--- config.mk ---
export PLATFORM = sky130hd
export DESIGN_NAME = ufc_ctrl
export DESIGN_NICKNAME = d
export VERILOG_FILES = /design/src/include/ufc_pkg.sv /design/src/verilog/ufc_flag.sv /design/src/verilog/ufc_prio.sv /design/src/verilog/ufc_ctrl.sv
export SDC_FILE = /design/constraint.sdc
export NUM_CORES = 1
export LEC_CHECK = 0
export BUFFER_PORTS_ARGS = -buffer_cell sky130_fd_sc_hd__clkbuf_2
export CAP_MARGIN = 5
export CORE_ASPECT_RATIO = 2
export CORE_MARGIN = 5
export CORE_UTILIZATION = 50
export DETAILED_ROUTE_END_ITERATION = 8
export HOLD_SLACK_MARGIN = 0.15
export PLACE_DENSITY_LB_ADDON = 0.3
export SLEW_MARGIN = 10
export SYNTH_ARGS = -nofsm -noshare
export SYNTH_HDL_FRONTEND = slang
export SYNTH_SLANG_ARGS = --single-unit
--- constraint.sdc ---
create_clock -name sys_clk -period 3.4 [get_ports sys_clk]
set_input_delay 0.51 -clock sys_clk [delete_from_list [all_inputs] [get_ports sys_clk]]
set_output_delay 0.51 -clock sys_clk [all_outputs]
set_load 0.1 [all_outputs]
--- src/include/ufc_pkg.sv ---
// Package for the serial channel format and interrupt control block.
// Assumes a 200 MHz system clock and an Avalon-MM register slave.
package ufc_pkg;

  // ****************************************************************
  // Register map (word index, byte address is four times the index)
  // ****************************************************************
  localparam logic [2:0] UFC_OFS_LFC = 3'h0;  // line_format_control
  localparam logic [2:0] UFC_OFS_FCTL = 3'h1;  // fifo_control / divisor
  localparam logic [2:0] UFC_OFS_IST = 3'h2;  // interrupt_status / enhanced

  // ****************************************************************
  // Reset values
  // ****************************************************************
  localparam logic [7:0] UFC_LFC_RST = 8'h00;
  localparam logic [7:0] UFC_ENH_RST = 8'h00;
  localparam logic [15:0] UFC_DIV_RST = 16'h0000;
  localparam logic [4:0] UFC_TRIG_RST = 5'h01;

  // ****************************************************************
  // Field positions
  // ****************************************************************
  localparam int UFC_LFC_DLAB = 7;
  localparam int UFC_LFC_BRK = 6;
  localparam int UFC_LFC_PEN = 3;
  localparam int UFC_LFC_STOP = 2;
  localparam int UFC_ENH_BIT = 4;
  localparam int UFC_FCTL_EN = 0;
  localparam int UFC_FCTL_RXCLR = 1;
  localparam int UFC_FCTL_TRIG = 6;

  // ****************************************************************
  // Receive trigger levels
  // ****************************************************************
  localparam logic [4:0] UFC_TRIG_L0 = 5'h01;
  localparam logic [4:0] UFC_TRIG_L1 = 5'h04;
  localparam logic [4:0] UFC_TRIG_L2 = 5'h08;
  localparam logic [4:0] UFC_TRIG_L3 = 5'h0e;

  // ****************************************************************
  // Interrupt sources (index order is priority order) and codes
  // ****************************************************************
  localparam int UFC_NSRC = 7;
  localparam logic [2:0] UFC_SRC_LS = 3'h0;
  localparam logic [2:0] UFC_SRC_RXDAT = 3'h1;
  localparam logic [2:0] UFC_SRC_RXTO = 3'h2;
  localparam logic [2:0] UFC_SRC_THR = 3'h3;
  localparam logic [2:0] UFC_SRC_MODEM = 3'h4;
  localparam logic [2:0] UFC_SRC_XOFF = 3'h5;
  localparam logic [2:0] UFC_SRC_FLOW = 3'h6;
  localparam logic [5:0] UFC_CODE_LS = 6'h06;
  localparam logic [5:0] UFC_CODE_RXDAT = 6'h04;
  localparam logic [5:0] UFC_CODE_RXTO = 6'h0c;
  localparam logic [5:0] UFC_CODE_THR = 6'h02;
  localparam logic [5:0] UFC_CODE_MODEM = 6'h00;
  localparam logic [5:0] UFC_CODE_XOFF = 6'h10;
  localparam logic [5:0] UFC_CODE_FLOW = 6'h20;

  // ****************************************************************
  // Types
  // ****************************************************************
  typedef enum logic [2:0] {
    UFC_PAR_NONE = 3'h0,
    UFC_PAR_ODD = 3'h1,
    UFC_PAR_EVEN = 3'h2,
    UFC_PAR_ONE = 3'h3,
    UFC_PAR_ZERO = 3'h4
  } ufc_par_t;

  typedef enum logic [1:0] {
    UFC_BUS_IDLE = 2'b01,
    UFC_BUS_ACK = 2'b10
  } ufc_bus_t;

endpackage

--- src/verilog/ufc_flag.sv ---
// Sticky event flag: set wins over clear in the same cycle.
// Assumes set and clear come from logic on the same clock.
`timescale 1ns/1ps
module ufc_flag
  import ufc_pkg::*;
(
  input wire logic sys_clk,  // System clock
  input wire logic rstn,     // Asynchronous reset, active low
  input wire logic set,      // Event pulse
  input wire logic clr,      // Clear pulse
  output logic q             // Flag level
);

  typedef struct packed {
    logic q;
  } ufc_flag_st_t;

  ufc_flag_st_t st_ff;
  ufc_flag_st_t nxt_st;

  always_comb begin
    nxt_st = st_ff;
    if (set) begin
      nxt_st.q = 1'b1;
    end else if (clr) begin
      nxt_st.q = 1'b0;
    end
  end

  always_ff @(posedge sys_clk or negedge rstn) begin
    if (!rstn) begin
      st_ff <= '0;
    end else begin
      st_ff <= nxt_st;
    end
  end

  assign q = st_ff.q;

endmodule // ufc_flag

--- src/verilog/ufc_prio.sv ---
// Fixed priority picker: lowest index that is pending wins.
// Assumes a request vector from logic on the same clock.
`timescale 1ns/1ps
module ufc_prio
  import ufc_pkg::*;
#(
  parameter int N = 7
) (
  input wire logic [N-1:0] pend,  // Pending requests
  output logic [2:0] idx,         // Winning index
  output logic any                // Any request pending
);

  typedef struct packed {
    logic [2:0] idx;
    logic any;
  } ufc_prio_st_t;

  ufc_prio_st_t res;

  always_comb begin
    res = '0;
    for (int i = N - 1; i >= 0; i--) begin
      if (pend[i]) begin
        res.idx = i[2:0];
        res.any = 1'b1;
      end
    end
  end

  assign idx = res.idx;
  assign any = res.any;

endmodule // ufc_prio

--- src/verilog/ufc_ctrl.sv ---
// Format, FIFO control and prioritised interrupt status of one channel.
// Assumes an Avalon-MM master on sys_clk and event inputs that come
// from the channel's own logic on the same clock.
//
// Notes on behaviour
// - FIFO control bit 1 pulses a receive FIFO clear, then reads zero.
// - FIFO enable bit turns both FIFOs off at zero, on at one.
// - Other FIFO control bits are written only when enable is also one.
// - Trigger field picks 1, 4, 8 or 14 characters.
// - Status read returns code of the reported source, highest pending when picked.
// - Reported source stays until serviced; higher and lower ones wait.
// - Line status source reads 000110.
// - Data ready reads 000100, receive timeout reads 001100.
// - Holding empty reads 000010, modem change reads 000000.
// - Xoff match reads 010000 and stays until Xon arrives.
// - Status bits 5 and 4 only active with enhanced enable.
// - Flow-control change reads 100000, lowest priority.
// - Status bits 7 and 6 follow the FIFO enable.
// - Status bit 0 low when pending, high when idle and at reset.
// - Line bit 7 redirects accesses to divisor and enhanced register.
// - Line bit 6 holds the transmit output low as a break.
// - Line bits 5 to 3 select parity for both directions.
// - Line bit 2 selects stop length with the character length.
// - Line bits 1 and 0 select the character length.
// - Parity: bit 3 off none; else 01 odd, 11 even, 10 one, 00 zero.
// - Stop select one gives 1.5 stops at five bits, else two.
// - Length codes 00 to 11 give five to eight data bits.
`timescale 1ns/1ps
module ufc_ctrl
  import ufc_pkg::*;
(
  input wire logic sys_clk,              // System clock, 200 MHz
  input wire logic rstn,                 // Asynchronous reset, active low
  input wire logic [2:0] avs_address,    // Word index
  input wire logic avs_read,             // Read request
  input wire logic avs_write,            // Write request
  input wire logic [3:0] avs_byteenable, // Byte lanes of a write
  input wire logic [31:0] avs_writedata, // Write data
  output logic [31:0] avs_readdata,      // Read data
  output logic avs_waitrequest,          // Stall of the request
  input wire logic ls_err,               // Line status error pending
  input wire logic [4:0] rx_count,       // Characters in receive FIFO
  input wire logic rx_timeout,           // Receive timeout pending
  input wire logic thr_empty_set,        // Holding register went empty
  input wire logic thr_load,             // Holding register written
  input wire logic modem_chg,            // Modem status change pending
  input wire logic xoff_match,           // Xoff or special char seen
  input wire logic xon_match,            // Xon character seen
  input wire logic flow_chg,             // CTS or RTS changed
  input wire logic tx_in,                // Serial data from shifter
  output logic tx_out,                   // Serial line output
  output logic fifo_enable,              // Both FIFOs enabled
  output logic rx_fifo_clear,            // One-cycle receive FIFO clear
  output logic [4:0] rx_trigger,         // Receive trigger level
  output logic dlab,                     // Divisor access selected
  output logic [15:0] divisor,           // Baud divisor latch
  output logic enh_enable,               // Enhanced features enabled
  output ufc_par_t parity_mode,          // Parity for both directions
  output logic [3:0] data_bits,          // Data bits per character
  output logic [2:0] stop_halves,        // Stop length in half bits
  output logic [7:0] int_status          // Current status byte
);

  // ****************************************************************
  // State
  // ****************************************************************
  typedef struct packed {
    ufc_bus_t bus;
    logic [31:0] rdata;
    logic [7:0] lfc;
    logic fen;
    logic [4:0] trig;
    logic rxclr;
    logic [7:0] enh;
    logic [15:0] div;
    logic [2:0] cur;
    logic vld;
    logic txo;
  } ufc_st_t;

  ufc_st_t st_ff;
  ufc_st_t nxt_st;

  logic [UFC_NSRC-1:0] pend;
  logic [2:0] top;
  logic top_any;
  logic thr_q;
  logic xoff_q;
  logic thr_rd_clr;
  logic rx_ready;
  logic req;
  logic acc;
  logic wr_fctl;
  logic [5:0] code;
  logic [7:0] ist_v;

  // ****************************************************************
  // Interrupt sources
  // ****************************************************************
  ufc_flag u_thr (
    .sys_clk(sys_clk),
    .rstn(rstn),
    .set(thr_empty_set),
    .clr(thr_load | thr_rd_clr),
    .q(thr_q)
  );

  ufc_flag u_xoff (
    .sys_clk(sys_clk),
    .rstn(rstn),
    .set(xoff_match),
    .clr(xon_match),
    .q(xoff_q)
  );

  always_comb begin
    if (st_ff.fen) begin
      rx_ready = rx_count >= st_ff.trig;
    end else begin
      rx_ready = rx_count != 5'h00;
    end
    pend = '0;
    pend[UFC_SRC_LS] = ls_err;
    pend[UFC_SRC_RXDAT] = rx_ready;
    pend[UFC_SRC_RXTO] = rx_timeout;
    pend[UFC_SRC_THR] = thr_q;
    pend[UFC_SRC_MODEM] = modem_chg;
    pend[UFC_SRC_XOFF] = xoff_q & st_ff.enh[UFC_ENH_BIT];
    pend[UFC_SRC_FLOW] = flow_chg & st_ff.enh[UFC_ENH_BIT];
  end

  ufc_prio #(
    .N(UFC_NSRC)
  ) u_prio (
    .pend(pend),
    .idx(top),
    .any(top_any)
  );

  // ****************************************************************
  // Status byte
  // ****************************************************************
  always_comb begin
    case (st_ff.cur)
      UFC_SRC_LS: code = UFC_CODE_LS;
      UFC_SRC_RXDAT: code = UFC_CODE_RXDAT;
      UFC_SRC_RXTO: code = UFC_CODE_RXTO;
      UFC_SRC_THR: code = UFC_CODE_THR;
      UFC_SRC_MODEM: code = UFC_CODE_MODEM;
      UFC_SRC_XOFF: code = UFC_CODE_XOFF;
      UFC_SRC_FLOW: code = UFC_CODE_FLOW;
      default: code = UFC_CODE_MODEM;
    endcase
    if (!st_ff.vld) begin
      code = UFC_CODE_MODEM;
    end
    if (!st_ff.enh[UFC_ENH_BIT]) begin
      code[5:4] = 2'b00;
    end
    ist_v = {st_ff.fen, st_ff.fen, code[5:1], ~st_ff.vld};
  end

  // ****************************************************************
  // Bus decode
  // ****************************************************************
  assign req = avs_read | avs_write;
  assign acc = req && (st_ff.bus == UFC_BUS_ACK);
  assign wr_fctl = acc && avs_write && avs_address == UFC_OFS_FCTL &&
                   !st_ff.lfc[UFC_LFC_DLAB] && avs_byteenable[0];
  // Clear only if the byte handed to the host showed holding empty
  assign thr_rd_clr = acc && avs_read && avs_address == UFC_OFS_IST &&
                      !st_ff.lfc[UFC_LFC_DLAB] &&
                      st_ff.rdata[5:0] == {UFC_CODE_THR[5:1], 1'b0};

  // ****************************************************************
  // Next state
  // ****************************************************************
  always_comb begin
    nxt_st = st_ff;
    nxt_st.rxclr = 1'b0;
    nxt_st.txo = st_ff.lfc[UFC_LFC_BRK] ? 1'b0 : tx_in;
    // Hold the reported source until it is no longer pending
    if (!(st_ff.vld && pend[st_ff.cur])) begin
      nxt_st.vld = top_any;
      nxt_st.cur = top;
    end
    case (st_ff.bus)
      UFC_BUS_IDLE: begin
        if (req) begin
          nxt_st.bus = UFC_BUS_ACK;
          nxt_st.rdata = '0;
          case (avs_address)
            UFC_OFS_LFC: nxt_st.rdata[7:0] = st_ff.lfc;
            UFC_OFS_FCTL: begin
              if (st_ff.lfc[UFC_LFC_DLAB]) begin
                nxt_st.rdata[15:0] = st_ff.div;
              end
            end
            UFC_OFS_IST: begin
              if (st_ff.lfc[UFC_LFC_DLAB]) begin
                nxt_st.rdata[7:0] = st_ff.enh;
              end else begin
                nxt_st.rdata[7:0] = ist_v;
              end
            end
            default: nxt_st.rdata = '0;
          endcase
        end
      end
      UFC_BUS_ACK: begin
        nxt_st.bus = UFC_BUS_IDLE;
        if (acc && avs_write) begin
          case (avs_address)
            UFC_OFS_LFC: begin
              if (avs_byteenable[0]) begin
                nxt_st.lfc = avs_writedata[7:0];
              end
            end
            UFC_OFS_FCTL: begin
              if (st_ff.lfc[UFC_LFC_DLAB]) begin
                if (avs_byteenable[0]) begin
                  nxt_st.div[7:0] = avs_writedata[7:0];
                end
                if (avs_byteenable[1]) begin
                  nxt_st.div[15:8] = avs_writedata[15:8];
                end
              end
            end
            UFC_OFS_IST: begin
              if (st_ff.lfc[UFC_LFC_DLAB] && avs_byteenable[0]) begin
                nxt_st.enh = avs_writedata[7:0];
              end
            end
            default: nxt_st.bus = UFC_BUS_IDLE;
          endcase
        end
      end
      default: nxt_st.bus = UFC_BUS_IDLE;
    endcase
    if (wr_fctl) begin
      nxt_st.fen = avs_writedata[UFC_FCTL_EN];
      if (avs_writedata[UFC_FCTL_EN]) begin
        nxt_st.rxclr = avs_writedata[UFC_FCTL_RXCLR];
        case (avs_writedata[UFC_FCTL_TRIG +: 2])
          2'b00: nxt_st.trig = UFC_TRIG_L0;
          2'b01: nxt_st.trig = UFC_TRIG_L1;
          2'b10: nxt_st.trig = UFC_TRIG_L2;
          default: nxt_st.trig = UFC_TRIG_L3;
        endcase
      end
    end
  end

  always_ff @(posedge sys_clk or negedge rstn) begin
    if (!rstn) begin
      st_ff.bus <= UFC_BUS_IDLE;
      st_ff.rdata <= '0;
      st_ff.lfc <= UFC_LFC_RST;
      st_ff.fen <= 1'b0;
      st_ff.trig <= UFC_TRIG_RST;
      st_ff.rxclr <= 1'b0;
      st_ff.enh <= UFC_ENH_RST;
      st_ff.div <= UFC_DIV_RST;
      st_ff.cur <= UFC_SRC_LS;
      st_ff.vld <= 1'b0;
      st_ff.txo <= 1'b1;
    end else begin
      st_ff <= nxt_st;
    end
  end

  // ****************************************************************
  // Outputs
  // ****************************************************************
  assign avs_waitrequest = req && (st_ff.bus != UFC_BUS_ACK);
  assign avs_readdata = st_ff.rdata;
  assign tx_out = st_ff.txo;
  assign fifo_enable = st_ff.fen;
  assign rx_fifo_clear = st_ff.rxclr;
  assign rx_trigger = st_ff.trig;
  assign dlab = st_ff.lfc[UFC_LFC_DLAB];
  assign divisor = st_ff.div;
  assign enh_enable = st_ff.enh[UFC_ENH_BIT];
  assign int_status = ist_v;
  assign data_bits = 4'h5 + {2'b00, st_ff.lfc[1:0]};

  always_comb begin
    if (!st_ff.lfc[UFC_LFC_STOP]) begin
      stop_halves = 3'h2;
    end else if (st_ff.lfc[1:0] == 2'b00) begin
      stop_halves = 3'h3;
    end else begin
      stop_halves = 3'h4;
    end
    if (!st_ff.lfc[UFC_LFC_PEN]) begin
      parity_mode = UFC_PAR_NONE;
    end else begin
      case (st_ff.lfc[5:4])
        2'b01: parity_mode = UFC_PAR_ODD;
        2'b11: parity_mode = UFC_PAR_EVEN;
        2'b10: parity_mode = UFC_PAR_ONE;
        default: parity_mode = UFC_PAR_ZERO;
      endcase
    end
  end
endmodule // ufc_ctrl

==> results.py <==
metrics = {
    "run_status": {
        "outcome": "complete, no violations",
    },
    "synthesis": {
        "synthFlopType": "dfrtp_1",
        "ys_types": 45,
        "synth-seq-cells": 63,
        "yosys_warnings": 0,
        "yosys.area.top_type": "dfrtp_1",
        "avgSynthCellArea_um2": 10.5,
        "netlist_top_cells_area": "dfrtp_1 (43%), buf_4 (12%), mux2_2 (10%)",
        "syn_inst": 329,
        "syn_area_um2": 3460,
        "synth-edff-count": 0,
        "synth_top_cell_area_share": 0.433,
        "async_flop_share": 1.00,
        "ys_seq_area_frac": 0.456,
    },
    "layout": {
        "area_growth_pct": 15.5,
        "diodes": 0,
        "fin_cells": 483,
        "regArea_um2": 1580,
        "layout.nets": 452,
        "multi_input_area_um2": 1430,
        "fillers": 602,
        "layout-drive-gt1-share": 0.407,
        "final_core_util": 0.586,
    },
    "clock_network": {
        "hold_buffers": 0,
        "clkTransAtPathRegs_ps": 50,
        "cts_setup_buffers": 0,
        "clkSinkCount": 63,
        "cts_made_buffers": 9,
        "h-tree-depth": 3,
        "cts_root_buf": "clkbuf_16",
        "cts_resized": 0,
        "cts_buffer_depth": 2,
        "clk_latency_ps": 320,
        "cts_tree": "done",
    },
    "setup_path": {
        "cp-end-kind": "output pin",
        "arrival_ps": 1910,
        "path_class": "reg -> out",
        "worst-path-max-fanout": 11,
        "start_kind": "register",
        "worstPathRequired_ps": 2890,
    },
    "sta": {
        "relSlewSlack": 0.429,
        "skew_ps": 8.58,
        "period_needed_ps": 2420,
        "setup_tns_ps": 0,
        "finalHoldViolations": 0,
        "worst_pin_slew_ps": 857,
        "rsz0062_at_grt": "no",
        "fmax_mhz": 414,
        "setup_viol": 0,
        "final_max_slew_viol_count": 0,
        "min_period_over_period": 0.711,
    },
    "floorplan": {
        "fp.dieW_um": 68.9,
        "start_util": 0.507,
        "core_um2": 6830,
        "num_rows": 43,
        "dieHeight_um": 128,
        "die-area_um2": 8790,
        "ioPinCount": 134,
    },
    "pwr": {
        "pwr-share-comb": 0.324,
        "peakVddDrop_v": 0.000746,
        "clkPwrFrac": 0.350,
        "cellLeakagePower_nw": 2.04,
        "swShare": 0.401,
        "switchingPower_mw": 1.10,
        "seqPwrFrac": 0.326,
        "internal_power_mw": 1.65,
        "power.density_nw_per_um2": 688,
    },
    "drt": {
        "ant_nets": 0,
        "vias": 2532,
        "drc": 0,
        "viasPerCell": 5.24,
        "drtPass1Iterations": 4,
        "avgRoutedWirePerCell_um": 15.9,
        "wl_mm": 7.69,
        "dr.first_iter.drc_count": 183,
    },
    "global_route": {
        "antenna_found_initial": 0,
        "grt-ovfl-total": 0,
        "grt_max_degree": 36,
        "grt_use_total": 0.186,
        "grt_first_pass_wirelength_mm": 12.4,
        "grt_pass1_vias": 2579,
    },
    "placement": {
        "port_buffers": 98,
        "gp_congestion": 0.809,
        "dpl.hpwl_mm": 5.83,
        "place_inst": 467,
    },
    "job": {
        "drv_cap": 0,
    },
    "worst_hold_path": {
        "hp-class": "in -> async",
    },
}
-- cell type report --
| type | instances | area share |
|---|---|---|
| clock buffers | 12 | 0.0616 |
| clock inverters | 4 | 0.0175 |
| inverters | 17 | 0.0159 |
| multi-input cells | 198 | 0.358 |
| flip-flops and latches | 63 | 0.395 |
| well taps | 90 | 0.0281 |
| repair buffers | 99 | 0.124 |
-- per-layer routing --
layer,up-vias,global-route usage,share of wire
met5,-,0,0
met2,76,0.297,0.51
li1,1210,-,-
met3,11,0.0474,0.063
met1,1235,0.239,0.41
met4,0,0.0655,0.016
-- flip-flops by register name (all words and copies together), names as in the netlist --
signal	flops
st_ff	20
avs_readdata	16
divisor	16
rx_trigger	4
dlab	1
enh_enable	1
fifo_enable	1
rx_fifo_clear	1
tx_out	1
u_thr.q	1
u_xoff.q	1
-- final timing paths --
check,end,slack (ps),cells after the start,startpoint
min in group sys_clk,u_xoff.q,360,2,xon_match
hold / removal,st_ff[3],290,1,rstn
setup / recovery,int_status[1],980,3,st_ff[2]
max in group asynchronous,st_ff[76],2190,2,rstn
hold reg to reg,tx_out,420,1,st_ff[42]
setup reg to reg,st_ff[1],1260,6,rx_trigger[0]
-- worst max-delay path: stages, from the launching register on --
cell	delay, ps
dfrtp_1	520
nand2b_1	250
nor3b_2	300
clkbuf_2	510
-- Yosys cell counts, types with 2 or more instances --
cell type	number
nand4b_1	2
or3_1	2
nand4_1	2
o22ai_1	9
a2bb2oi_1	4
clkbuf_1	7
nand3_1	9
buf_1	2
dfstp_2	3
nor2_1	11
a22o_1	16
nor3b_1	5
a31oi_1	4
ha_1	7
buf_2	3
nand2_1	12
nor4b_1	3
and2_1	5
nor2_2	3
dfrtp_1	60
buf_4	55
mux2_2	31
nand2b_1	3
or3b_2	3
a21oi_1	9
o21ai_0	13
inv_1	17
nor2b_1	8
mux2i_1	4
nor3_1	2
-- power groups by stage --
stage / Sequential (mW) / Clock [mW] / Combinational, mW
after floorplan: 0.912 / 0 / 0.776
after global routing: 0.907 / 1.01 / 0.941
final: 0.897 / 0.963 / 0.892
after global placement: 0.903 / 0 / 0.881
after CTS: 0.897 / 0.978 / 0.897
after detailed placement: 0.909 / 0 / 0.893
-- through the flow --
stage / hold WS [ps] / power [mW] / cell area [um^2] / worst slack (ps)
floorplan: 214 / 1.69 / 3540 / 208
global placement: 409 / 1.78 / 3690 / 1090
detailed placement: 418 / 1.80 / 3690 / 1090
CTS: 315 / 2.77 / 4000 / 989
global route: 359 / 2.86 / 4000 / 927
finish: 287 / 2.75 / 4000 / 983
-- logic make-up after synthesis --
| logic type | after synthesis | synth area share |
|---|---|---|
| and+or+nand+nor | 77 | 0.130 |
| muxes | 35 | 0.112 |
| AOI/OAI and AO/OA | 62 | 0.124 |
| DFF | 63 | 0.456 |
| adders and majority gates | 7 | 0.0253 |
| other | 1 | 0.00108 |
| buffers and inverters | 84 | 0.152 |
-- layout by cell type, fill, tap and decap left out, types with 9 or more instances in the layout --
| cell type | instances |
|---|---|
| clkbuf_2 | 98 |
| dfrtp_1 | 60 |
| mux2_2 | 31 |
| inv_1 | 17 |
| conb_1 | 17 |
| a22o_1 | 16 |
| o21ai_0 | 13 |
| nand2_1 | 12 |
| nor2_1 | 11 |
| a21oi_1 | 9 |
| nand3_1 | 9 |
| o22ai_1 | 9 |
| clkbuf_16 | 9 |
Power figures use the tool's default switching activity.
